File: src/tpi_consts.vh
// Purpose: Constants for the transmit payload input block
// Assumes: 10 MHz system clock, payload clocks sampled as plain inputs
// Notes:   Frame lengths are defaults; shorten them in simulation
`ifndef TPI_CONSTS_VH
`define TPI_CONSTS_VH

`define TPI_MODE_SERIAL     2'h0
`define TPI_MODE_NIBBLE     2'h1
`define TPI_MODE_HDLC       2'h2
`define TPI_NIB_W           4
`define TPI_FIFO_DEPTH      4
`define TPI_FIFO_AW         2
`define TPI_DS3_FRAME_BITS  16'h1260
`define TPI_E3_FRAME_BITS   16'h0F00
`define TPI_CNT_W           16
`define TPI_ONE16           16'h0001
`define TPI_ZERO16          16'h0000
`define TPI_BIT_HDLC1       1
`define TPI_BIT_HDLC2       2
`define TPI_PINS            8
`define TPI_PIN_NCLK        7
`define TPI_PIN_LCLK        6
`define TPI_PIN_RCLK        5
`define TPI_PIN_SER         4
`define TPI_PIN_NIB_HI      3
`define TPI_PIN_NIB_LO      0
`define TPI_WORD_W          5
`define TPI_WORD_FLAG       4
`define TPI_SER_BIT         0
`define TPI_NIB_LAST        2'h3
`define TPI_IDX_ZERO        2'h0
`define TPI_IDX_ONE         2'h1

`endif

File: src/tpi_fifo.v
// Purpose: Small synchronous FIFO with valid/ready on both sides
// Assumes: One clock, synchronous active-high reset
// Notes:   Read data comes from a register
`timescale 1ns/100ps
module tpi_fifo #(
    parameter WIDTH = 5,
    parameter DEPTH = 4,
    parameter AW    = 2
) (
    input  wire             clk,
    input  wire             rst,
    input  wire [WIDTH-1:0] in_data,
    input  wire             in_valid,
    output wire             in_ready,
    output reg  [WIDTH-1:0] out_data,
    output reg              out_valid,
    input  wire             out_ready
);
    reg [WIDTH-1:0] mem_q [0:DEPTH-1];
    reg [AW-1:0]    wr_q;
    reg [AW-1:0]    rd_q;
    reg [AW:0]      cnt_q;
    wire            push;
    wire            pop;
    wire            can_load;

    // Output register counts as one extra slot filled by pop
    assign can_load = (cnt_q != {(AW+1){1'b0}}) && (!out_valid || out_ready);
    assign in_ready = (cnt_q != DEPTH[AW:0]);
    assign push     = in_valid && in_ready;
    assign pop      = can_load;

    always @(posedge clk) begin
        if (rst) begin
            wr_q      <= {AW{1'b0}};
            rd_q      <= {AW{1'b0}};
            cnt_q     <= {(AW+1){1'b0}};
            out_valid <= 1'b0;
            out_data  <= {WIDTH{1'b0}};
        end else begin
            if (push) begin
                mem_q[wr_q] <= in_data;
                wr_q        <= wr_q + {{(AW-1){1'b0}}, 1'b1};
            end
            if (pop) begin
                out_data <= mem_q[rd_q];
                rd_q     <= rd_q + {{(AW-1){1'b0}}, 1'b1};
            end
            if (pop)
                out_valid <= 1'b1;
            else if (out_ready)
                out_valid <= 1'b0;
            cnt_q <= cnt_q + {{AW{1'b0}}, push} - {{AW{1'b0}}, pop};
        end
    end
endmodule

File: src/tpi_payload_in.v
// Purpose: Transmit payload input interface of one framer channel
// Assumes: Payload clocks and data are asynchronous pins, synchronised here
// Notes:   Framer side drains a 4-entry FIFO one bit per frame slot
`timescale 1ns/100ps
`include "tpi_consts.vh"

// Behaviour
// - The frame-end pulse is high for exactly one bit period on the last bit of each frame.
// - In nibble mode the four nibble lines are captured on each rising nibble clock edge.
// - Nibble inputs are used as payload only in nibble mode and ignored otherwise, except lines 1 and 2 in HDLC mode.
// - With HDLC enabled the second nibble line is bit 1 of the HDLC data byte.
// - With HDLC enabled the third nibble line is bit 2 of the HDLC data byte.
// - Serial data is sampled on the rising local clock, or recovered clock in loop timing.
module tpi_payload_in (
    input  wire       clk,
    input  wire       rst,
    input  wire [1:0] mode_sel,
    input  wire       loop_timed,
    input  wire       e3_select,
    input  wire       tx_nibble_sample_clock,
    input  wire       tx_local_clock_in,
    input  wire       rx_recovered_clock_out,
    input  wire       tx_serial_payload_in,
    input  wire       tx_payload_nibble_bit0,
    input  wire       tx_payload_nibble_bit1,
    input  wire       tx_payload_nibble_bit2,
    input  wire       tx_payload_nibble_bit3,
    input  wire       frame_bit_ready,
    output reg        tx_frame_end_pulse,
    output reg        payload_bit,
    output reg        payload_bit_valid,
    output reg        tx_msg_byte_bit1,
    output reg        tx_msg_byte_bit2,
    output reg        send_message_q,
    output reg        fifo_full_q
);
    // Three flops per pin; the third stage only feeds edge detection
    wire [`TPI_PINS-1:0] pin_raw;
    reg  [`TPI_PINS-1:0] sync1_q;
    reg  [`TPI_PINS-1:0] sync2_q;
    reg  [`TPI_PINS-1:0] sync3_q;
    assign pin_raw = {tx_nibble_sample_clock, tx_local_clock_in, rx_recovered_clock_out,
                      tx_serial_payload_in, tx_payload_nibble_bit3, tx_payload_nibble_bit2,
                      tx_payload_nibble_bit1, tx_payload_nibble_bit0};
    genvar gi;
    generate
        for (gi = 0; gi < `TPI_PINS; gi = gi + 1) begin : g_sync
            always @(posedge clk) begin
                if (rst) begin
                    sync1_q[gi] <= 1'b0;
                    sync2_q[gi] <= 1'b0;
                    sync3_q[gi] <= 1'b0;
                end else begin
                    sync1_q[gi] <= pin_raw[gi];
                    sync2_q[gi] <= sync1_q[gi];
                    sync3_q[gi] <= sync2_q[gi];
                end
            end
        end
    endgenerate

    // Pin clocks are oversampled, so each level must last more than one clk cycle
    wire                  nib_clk_rise;
    wire                  loc_clk_rise;
    wire                  rec_clk_rise;
    wire                  ser_clk_rise;
    wire                  ser_data;
    wire [`TPI_NIB_W-1:0] nib_data;
    wire                  is_nibble;
    wire                  is_serial;
    wire                  is_hdlc;

    assign nib_clk_rise = sync2_q[`TPI_PIN_NCLK] && !sync3_q[`TPI_PIN_NCLK];
    assign loc_clk_rise = sync2_q[`TPI_PIN_LCLK] && !sync3_q[`TPI_PIN_LCLK];
    assign rec_clk_rise = sync2_q[`TPI_PIN_RCLK] && !sync3_q[`TPI_PIN_RCLK];
    assign ser_clk_rise = loop_timed ? rec_clk_rise : loc_clk_rise;
    assign ser_data     = sync2_q[`TPI_PIN_SER];
    assign nib_data     = sync2_q[`TPI_PIN_NIB_HI:`TPI_PIN_NIB_LO];
    assign is_nibble    = (mode_sel == `TPI_MODE_NIBBLE);
    assign is_serial    = (mode_sel == `TPI_MODE_SERIAL);
    assign is_hdlc      = (mode_sel == `TPI_MODE_HDLC);

    // Capture side: flag bit marks a nibble word, else one serial bit
    reg  [`TPI_WORD_W-1:0] in_word;
    reg                    in_valid;
    wire                   in_ready;
    always @* begin
        in_word  = {`TPI_WORD_W{1'b0}};
        in_valid = 1'b0;
        // Unused mode code captures nothing
        if (is_nibble && nib_clk_rise) begin
            in_word  = {1'b1, nib_data};
            in_valid = 1'b1;
        end else if (is_serial && ser_clk_rise) begin
            in_word  = {1'b0, {(`TPI_NIB_W-1){1'b0}}, ser_data};
            in_valid = 1'b1;
        end
    end

    wire [`TPI_WORD_W-1:0] out_word;
    wire                   out_valid;
    reg                    out_ready;

    // A capture arriving while full is dropped; the pins cannot be stalled
    tpi_fifo #(
        .WIDTH (`TPI_WORD_W),
        .DEPTH (`TPI_FIFO_DEPTH),
        .AW    (`TPI_FIFO_AW)
    ) u_fifo (
        .clk       (clk),
        .rst       (rst),
        .in_data   (in_word),
        .in_valid  (in_valid),
        .in_ready  (in_ready),
        .out_data  (out_word),
        .out_valid (out_valid),
        .out_ready (out_ready)
    );

    // Drain side: nibbles leave MSB first, one bit per framer slot
    reg  [1:0]            nib_idx_q;
    reg  [1:0]            nib_idx_d;
    reg  [`TPI_CNT_W-1:0] bit_cnt_q;
    reg  [`TPI_CNT_W-1:0] bit_cnt_d;
    reg  [`TPI_CNT_W-1:0] frame_last;
    reg                   payload_bit_d;
    reg                   frame_end_d;
    wire                  is_packed;
    wire                  last_of_word;
    wire                  at_frame_last;
    wire                  take_bit;

    always @* begin
        if (e3_select)
            frame_last = `TPI_E3_FRAME_BITS - `TPI_ONE16;
        else
            frame_last = `TPI_DS3_FRAME_BITS - `TPI_ONE16;
    end
    assign is_packed     = out_word[`TPI_WORD_FLAG];
    assign last_of_word  = !is_packed || (nib_idx_q == `TPI_NIB_LAST);
    assign at_frame_last = (bit_cnt_q == frame_last);
    // Framer may pull every cycle; a nibble then drains in four
    assign take_bit      = out_valid && frame_bit_ready;

    always @* begin
        nib_idx_d     = nib_idx_q;
        bit_cnt_d     = bit_cnt_q;
        payload_bit_d = payload_bit;
        frame_end_d   = 1'b0;
        out_ready     = 1'b0;
        if (take_bit) begin
            // Word leaves the FIFO only with its last bit
            out_ready   = last_of_word;
            frame_end_d = at_frame_last;
            if (is_packed)
                payload_bit_d = out_word[`TPI_NIB_LAST - nib_idx_q];
            else
                payload_bit_d = out_word[`TPI_SER_BIT];
            if (last_of_word)
                nib_idx_d = `TPI_IDX_ZERO;
            else
                nib_idx_d = nib_idx_q + `TPI_IDX_ONE;
            // Counter wraps by itself, so frames stay aligned with no restart
            if (at_frame_last)
                bit_cnt_d = `TPI_ZERO16;
            else
                bit_cnt_d = bit_cnt_q + `TPI_ONE16;
        end
    end

    always @(posedge clk) begin
        if (rst) begin
            nib_idx_q          <= `TPI_IDX_ZERO;
            bit_cnt_q          <= `TPI_ZERO16;
            tx_frame_end_pulse <= 1'b0;
            payload_bit        <= 1'b0;
            payload_bit_valid  <= 1'b0;
        end else begin
            nib_idx_q          <= nib_idx_d;
            bit_cnt_q          <= bit_cnt_d;
            // Pulse lasts one bit slot, the last of each frame
            tx_frame_end_pulse <= frame_end_d;
            payload_bit        <= payload_bit_d;
            payload_bit_valid  <= take_bit;
        end
    end

    // Message-mode lines are only resynchronised; packet framing is downstream
    reg                   msg_bit1_d;
    reg                   msg_bit2_d;
    reg                   send_msg_d;

    always @* begin
        msg_bit1_d = 1'b0;
        msg_bit2_d = 1'b0;
        send_msg_d = 1'b0;
        if (is_hdlc) begin
            msg_bit1_d = nib_data[`TPI_BIT_HDLC1];
            msg_bit2_d = nib_data[`TPI_BIT_HDLC2];
            // Packet framing relies on the terminal holding this level
            send_msg_d = ser_data;
        end
    end

    always @(posedge clk) begin
        if (rst) begin
            tx_msg_byte_bit1 <= 1'b0;
            tx_msg_byte_bit2 <= 1'b0;
            send_message_q   <= 1'b0;
            fifo_full_q      <= 1'b0;
        end else begin
            tx_msg_byte_bit1 <= msg_bit1_d;
            tx_msg_byte_bit2 <= msg_bit2_d;
            send_message_q   <= send_msg_d;
            // Flag is a cycle late; the capture that filled the FIFO still lands
            fifo_full_q      <= !in_ready;
        end
    end
endmodule

File: config.mk
export PLATFORM = sky130hd
export DESIGN_NAME = tpi_payload_in
export DESIGN_NICKNAME = d
export VERILOG_FILES = /design/src/tpi_fifo.v /design/src/tpi_payload_in.v
export VERILOG_INCLUDE_DIRS = /design/src
export SDC_FILE = /design/constraint.sdc
export NUM_CORES = 1
export LEC_CHECK = 0
export BUFFER_PORTS_ARGS = -buffer_cell sky130_fd_sc_hd__buf_2
export CAP_MARGIN = 10
export CORE_MARGIN = 1
export CORE_UTILIZATION = 30
export DETAILED_ROUTE_END_ITERATION = 8
export SYNTH_ARGS = -nofsm -noshare
export SYNTH_HDL_FRONTEND = slang
export SYNTH_SLANG_ARGS = --single-unit
export TNS_END_PERCENT = 30
File: constraint.sdc
create_clock -name clk -period 6.5 [get_ports clk]
set_input_delay 0.65 -clock clk [delete_from_list [all_inputs] [get_ports clk]]
set_output_delay 0.65 -clock clk [all_outputs]
set_load 0.01 [all_outputs]
[After elaboration in Yosys (flattened, before gate mapping)]
Memories as Yosys holds them, arrays and structs flattened. A register that Yosys moved wholly into a read port is not among the register bits.
Cells that the tools add are included.
Cells by class
  bitwise operators: 2
  add/sub/neg operators: 7
  equal/unequal tests: 5
  multiplexer cells: 17
  reductions and logical operators: 21
  order comparisons: 1
Operator list (number)
  16-bit by 1-bit adder with 16-bit output, second input constant: 1
  16-bit == test: 1
  16-bit two-way mux: 1
  13-bit two-way mux: 1
  1-bit two-way mux: 12
  1-bit logical AND: 8
  2-bit by 1-bit adder with 2-bit output, second input constant: 3
  1-bit logical NOT: 6
  5-bit two-way mux: 1
  2-bit == test, second input constant: 2
  2-bit by 4-bit < comparator with 1-bit output, second input constant: 1
  2-bit OR reduction: 2
  3-bit by 1-bit adder with 3-bit output: 1
  3-bit != test, second input constant: 1
  3-bit nonzero test: 1
  3-bit by 1-bit subtractor with 3-bit output: 1
  1-bit binary-select mux with 2-bit select: 1
  2-bit by 1-bit == test with 1-bit output, second input constant: 1
  2-bit logical NOT: 1
  1-bit logical OR: 2
  2-bit two-way mux: 1
  1-bit inverter: 2
  2-bit nonzero test: 1
  2-bit subtractor, first input constant: 1
Storage, ports and cells
  memories kept: 1
  input bits: 15
  output and inout port bits: 7
  register bits: 52
  RAM bits: 20
  logic and storage cells: 86
Memories
  u_fifo.mem_q: words 4, bits a word 5, rd ports 1, clocked after memory_dff 1, wr ports 1, RTL line tpi_fifo.v:19  | reg [WIDTH-1:0] mem_q [0:DEPTH-1];

[Longest topological paths before layout]
  depth in word-level cells: 10
  mapped depth: 12

[Modules after synthesis]
Synthesis repeated with hierarchy kept, for this count alone.
Second synthesis, totals
  cell total of the unflattened synthesis: 277
  area, all modules: 3084.2 sq um
By module, submodules not included
  tpi_payload_in: sequential area each 880.8 sq um, area an instance 1707.9 sq um, cells an instance 175, times used 1
  tpi_fifo: sequential area each 860.8 sq um, area an instance 1376.3 sq um, cells an instance 102, times used 1

[Worst setup path after synthesis]
Ideal clock, no wire load.
  path type: input -> register
  start: input loop_timed
  end: register u_fifo.cnt_q[2]
  slack: 3925 ps
  arrival time: 2447 ps
  stages on the path: 9
  data required time: 6372 ps
  cell sequence: or3b_1 > a211oi_1 > o21a_1 > ha_1 > inv_1 > fa_1 > xor2_1 > xnor2_1 > nor2_1
On the way
  longest elaborated chain between the ends: 7
Ends and longest elaborated chain
  start: declaration: RTL line tpi_payload_in.v:18  | input wire loop_timed,
  1-bit two-way mux: RTL line tpi_payload_in.v:76  | assign ser_clk_rise = loop_timed ? rec_clk_rise : loc_clk_rise;
  1-bit logical AND: RTL line tpi_payload_in.v:94  | end else if (is_serial && ser_clk_rise) begin
  1-bit two-way mux: RTL line tpi_payload_in.v:94
  1-bit two-way mux: RTL line tpi_payload_in.v:91  | if (is_nibble && nib_clk_rise) begin
  1-bit logical AND: RTL line tpi_fifo.v:30  | assign push = in_valid && in_ready;
  3-bit by 1-bit adder with 3-bit output: RTL line tpi_fifo.v:53  | cnt_q <= cnt_q + {{AW{1'b0}}, push} - {{AW{1'b0}}, pop};
  3-bit by 1-bit subtractor with 3-bit output: RTL line tpi_fifo.v:53
  end signal: assignment: RTL line tpi_fifo.v:37  | cnt_q <= {(AW+1){1'b0}};
  end signal: assignment: RTL line tpi_fifo.v:53
  end: declaration: RTL line tpi_fifo.v:22  | reg [AW:0] cnt_q;
No other way between the ends.
A chain may end at the register's enable or synchronous reset.

[Final worst setup path]
  start: register nib_idx_q[0]
  end: register u_fifo.cnt_q[2]
On the way
  longest elaborated chain between the ends: 6
Ends and longest elaborated chain
  start: declaration: RTL line tpi_payload_in.v:121  | reg [1:0] nib_idx_q;
  start signal: assignment: RTL line tpi_payload_in.v:173  | nib_idx_q <= `TPI_IDX_ZERO;
  start signal: assignment: RTL line tpi_payload_in.v:179  | nib_idx_q <= nib_idx_d;
  2-bit == test (no line)
  1-bit logical OR: RTL line tpi_payload_in.v:140  | assign last_of_word = !is_packed || (nib_idx_q == `TPI_NIB_LAST);
  1-bit two-way mux: RTL line tpi_payload_in.v:151  | if (take_bit) begin
  1-bit logical OR: RTL line tpi_fifo.v:28  | assign can_load = (cnt_q != {(AW+1){1'b0}}) && (!out_valid || out_ready);
  1-bit logical AND: RTL line tpi_fifo.v:28
  via u_fifo.can_load: RTL line tpi_fifo.v:25  | wire can_load;
  3-bit by 1-bit subtractor with 3-bit output: RTL line tpi_fifo.v:53
The timed path passes the listed nets, and every way through them passes these cells.

==> run summary <==
Status: finished clean
Clock power share: 32.9%
Power Internal: 0.000818 W
Critical Path RT: 6.70 ns
Fin. Hold Viols: 0
Hold WC Path Type: flip-flop to flip-flop
Top-Level Pins: 22
Hold-fix buffer count after cts: 0
RR Startpoint: nib_idx_q[0]
DRT iter0 DRCs: 75
Syn Nets: 297
First-pass GRT wire length: 8740 um
CTS-repair resized insts: 0
Total track usage: 10.9%
Post-synth top flop: dfxtp_1
Crit-path cells: ha_1 -> nand2b_1 -> a21boi_1 -> nor2_1 -> ha_1 -> inv_1 -> ha_1 -> inv_1 -> fa_1 -> xor2_1 -> xnor2_1 -> nor2_1
Die area: 10700 um^2
Critical hold path startpoint: sync1_q[4]
Initial core utilization: 31.2%
Worst Path Max Fanout: 9
Vias per inst: 4.53
Worst relative slew slack: 43.3%
Max Slew Vio Count: 0
Worst-Margin Slew: 0.844 ns
Max VDD drop: 0.160 mV
Final estimated routing congestion in global placement: 0.755
N_diodes: 0
Switching share of total power: 29.1%
Clk_skew: 0.0123 ns
Hpwl dp: 3540 um
Register area share after synthesis: 56.6%
Worst-path clk slew: 0.09 ns
Antenna violations before repair: 0
Chip width: 103 um
CP endpoint kind: flip-flop
Slowest Stage Delay on Critical Path: 0.50 ns
Element type at the critical path start: flip-flop
Vias: 1955
Vias in the first global route: 1886
Yosys synthesis warning count: 0
Port bufs: 21
Ys async rst share: 0%
Crit Path Class: flip-flop to flip-flop
RSZ-0062 raised after global routing: no
Post-Route Setup TNS: 0 ns
Layout cells sized above 1: 17.1%
Syn avg cell area: 11.3 um^2
Worst-skew pair later-pin latency: 0.35 ns
Synth Instances: 273
Final Setup Violations: 0
Hold depth: 1
Post-layout util: 35.4%
Pwr Density: 330 nW/um^2
CTS tree: built
Arrival time worst endpoint: 3.00 ns
Cell variety after synth: 46
Clock sinks: 77
Max-cap violations: 0
NetSw: 0.000336 W
Post-Syn Area: 3080 um^2
H-tree Lvls: 3
Placement Rows: 36
EDFF count, synth: 20
FF-to-FF setup slack: 3.71 ns
Setup bufs post-CTS: 0
Fin crit period: 2.79 ns
Sequential share of power: 50.0%
Most frequent CP cell: ha_1
Routed WL per cell: 11.9 um
Depth of the most critical reg-to-reg path: 12
Fin nets: 318
Hold EP: ser_data
DRC violations left: 0
Cts bufs inserted: 9
First-pass iteration count of the detailed router: 5
Flops & latches, synth: 77
Grt total ovfl: 0
Worst r2r dst: u_fifo.cnt_q[2]
P&R area growth vs syn: 13.6%
Antenna-violating nets left: 0
Clock root cell: clkbuf_8
CP max stage cell: a21boi_1
Largest net degree at the start of global routing: 44
CTS max path bufs: 2
Die extent in y: 103 um
Leak: 1.25 nW
Core area: 9860 um^2
Fmax: 358 MHz
Combinational share of power: 17.1%
Period utilization: 43.0%
Final WL: 5140 um
==> sequential cells by signal (all words and copies together), names as in the netlist <==
name,flops
fifo_full_q,1
u_fifo.mem_q,20
nib_data,4
sync1_q,8
tx_msg_byte_bit2,1
bit_cnt_q,16
u_fifo.wr_q,2
ser_data,1
sync3_q,3
payload_bit,1
u_fifo.out_data,5
u_fifo.out_valid,1
nib_idx_q,2
tx_frame_end_pulse,1
tx_msg_byte_bit1,1
u_fifo.cnt_q,3
sync2_q,3
payload_bit_valid,1
send_message_q,1
u_fifo.rd_q,2
==> worst max-delay path: cells and delay by family, from the launching register on <==
family	cells	cell delay, ns
compound gates	1	0.50
xor+xnor	2	0.31
fa+ha+maj	4	1.02
buf+inv	2	0.10
flops	1	0.36
simple gates	3	0.36
==> cells in the final DEF (no fill, tap or decap), types with 3 or more instances in the layout <==
cell	instances
buf_2	21
xnor2_1	9
nor4_1	5
o21ai_0	8
nand2_1	11
xor2_1	5
nor2_1	24
dfxtp_1	57
inv_6	5
a21oi_1	14
nand3_1	10
mux4_2	6
clkbuf_8	9
nand4_1	5
nand2b_1	3
nor3_1	8
or3_1	3
and2_1	6
and3_1	4
nor2b_1	21
ha_1	8
edfxtp_1	20
inv_1	9
==> per-stage QoR <==
step	hold WS, ns	instances	worst slack, ns	power [W]	instance area [um^2]
after global placement	0.418	415	3.34	0.000781	3280
after CTS	0.443	431	3.67	0.00117	3490
final	0.442	432	3.71	0.00115	3490
after detailed placement	0.420	415	3.29	0.000790	3280
after global routing	0.461	432	3.53	0.00123	3490
after floorplan	0.414	273	3.93	0.000744	3080
==> worst max-delay path by stage <==
stage	from	end	slack [ns]	cells past startpoint
2_1_floorplan	loop_timed	u_fifo.cnt_q[2]	3.93	9
3_3_place_gp	mode_sel[1]	u_fifo.cnt_q[2]	3.34	9
3_5_place_dp	mode_sel[1]	u_fifo.cnt_q[2]	3.29	9
4_1_cts	mode_sel[1]	u_fifo.cnt_q[2]	3.67	9
5_1_grt	nib_idx_q[0]	u_fifo.cnt_q[2]	3.53	12
6_report	nib_idx_q[0]	u_fifo.cnt_q[2]	3.71	12
==> layout make-up <==
type	instances	area, um^2
fill	966	6370
sequential	77	1740
multi-input combinational	175	1230
tap	133	166
clock buffer	9	124
timing repair buffer	22	110
clock inverter	7	85.1
inverter	9	33.8
==> power by group through the flow <==
| stage | Sequential (W) | Combinational (W) | Clock [W] |
|---|---|---|---|
| final | 0.000577 | 0.000197 | 0.000380 |
| after global routing | 0.000588 | 0.000227 | 0.000409 |
| after CTS | 0.000580 | 0.000200 | 0.000393 |
| after detailed placement | 0.000591 | 0.000199 | 0 |
| after global placement | 0.000588 | 0.000193 | 0 |
| after floorplan | 0.000565 | 0.000179 | 0 |
==> kinds of logic after synthesis <==
kind of cell / Yosys count / share of synthesized area (%)
adders and majority gates: 9 / 3.91
xor gates and xnor gates: 14 / 3.99
DFF: 77 / 56.6
muxes: 7 / 4.76
AOI/OAI and AO/OA: 34 / 6.75
buffers and inverters: 21 / 3.30
and+or+nand+nor: 111 / 20.7
==> cell usage after synthesis (3+ instances only) <==
| cell type | number | area (um^2) |
|---|---|---|
| inv_1 | 9 | 33.8 |
| edfxtp_1 | 20 | 601 |
| nand2_1 | 11 | 41.3 |
| and2_1 | 6 | 37.5 |
| o21ai_0 | 8 | 40.0 |
| ha_1 | 8 | 100 |
| and3_1 | 4 | 25.0 |
| nor2_1 | 24 | 90.1 |
| nor2b_1 | 21 | 131 |
| dfxtp_1 | 57 | 1140 |
| nor3_1 | 8 | 40.0 |
| nand4_1 | 5 | 31.3 |
| nor4_1 | 5 | 31.3 |
| clkbuf_1 | 7 | 26.3 |
| nand2b_1 | 3 | 18.8 |
| mux4_2 | 6 | 135 |
| a21oi_1 | 14 | 70.1 |
| xor2_1 | 5 | 43.8 |
| nand3_1 | 10 | 50.1 |
| xnor2_1 | 9 | 78.8 |
| or3_1 | 3 | 18.8 |
==> per-layer routing <==
layer | up-vias | part of all wire, % | track usage [%]
met4 | 0 | 1.9 | 4.88
met1 | 910 | 49 | 13.7
met3 | 8 | 3.5 | 3.09
li1 | 1007 | - | -
met5 | - | 0 | 0
met2 | 30 | 46 | 17.3
Note: power is estimated with default switching activity, not from simulation.
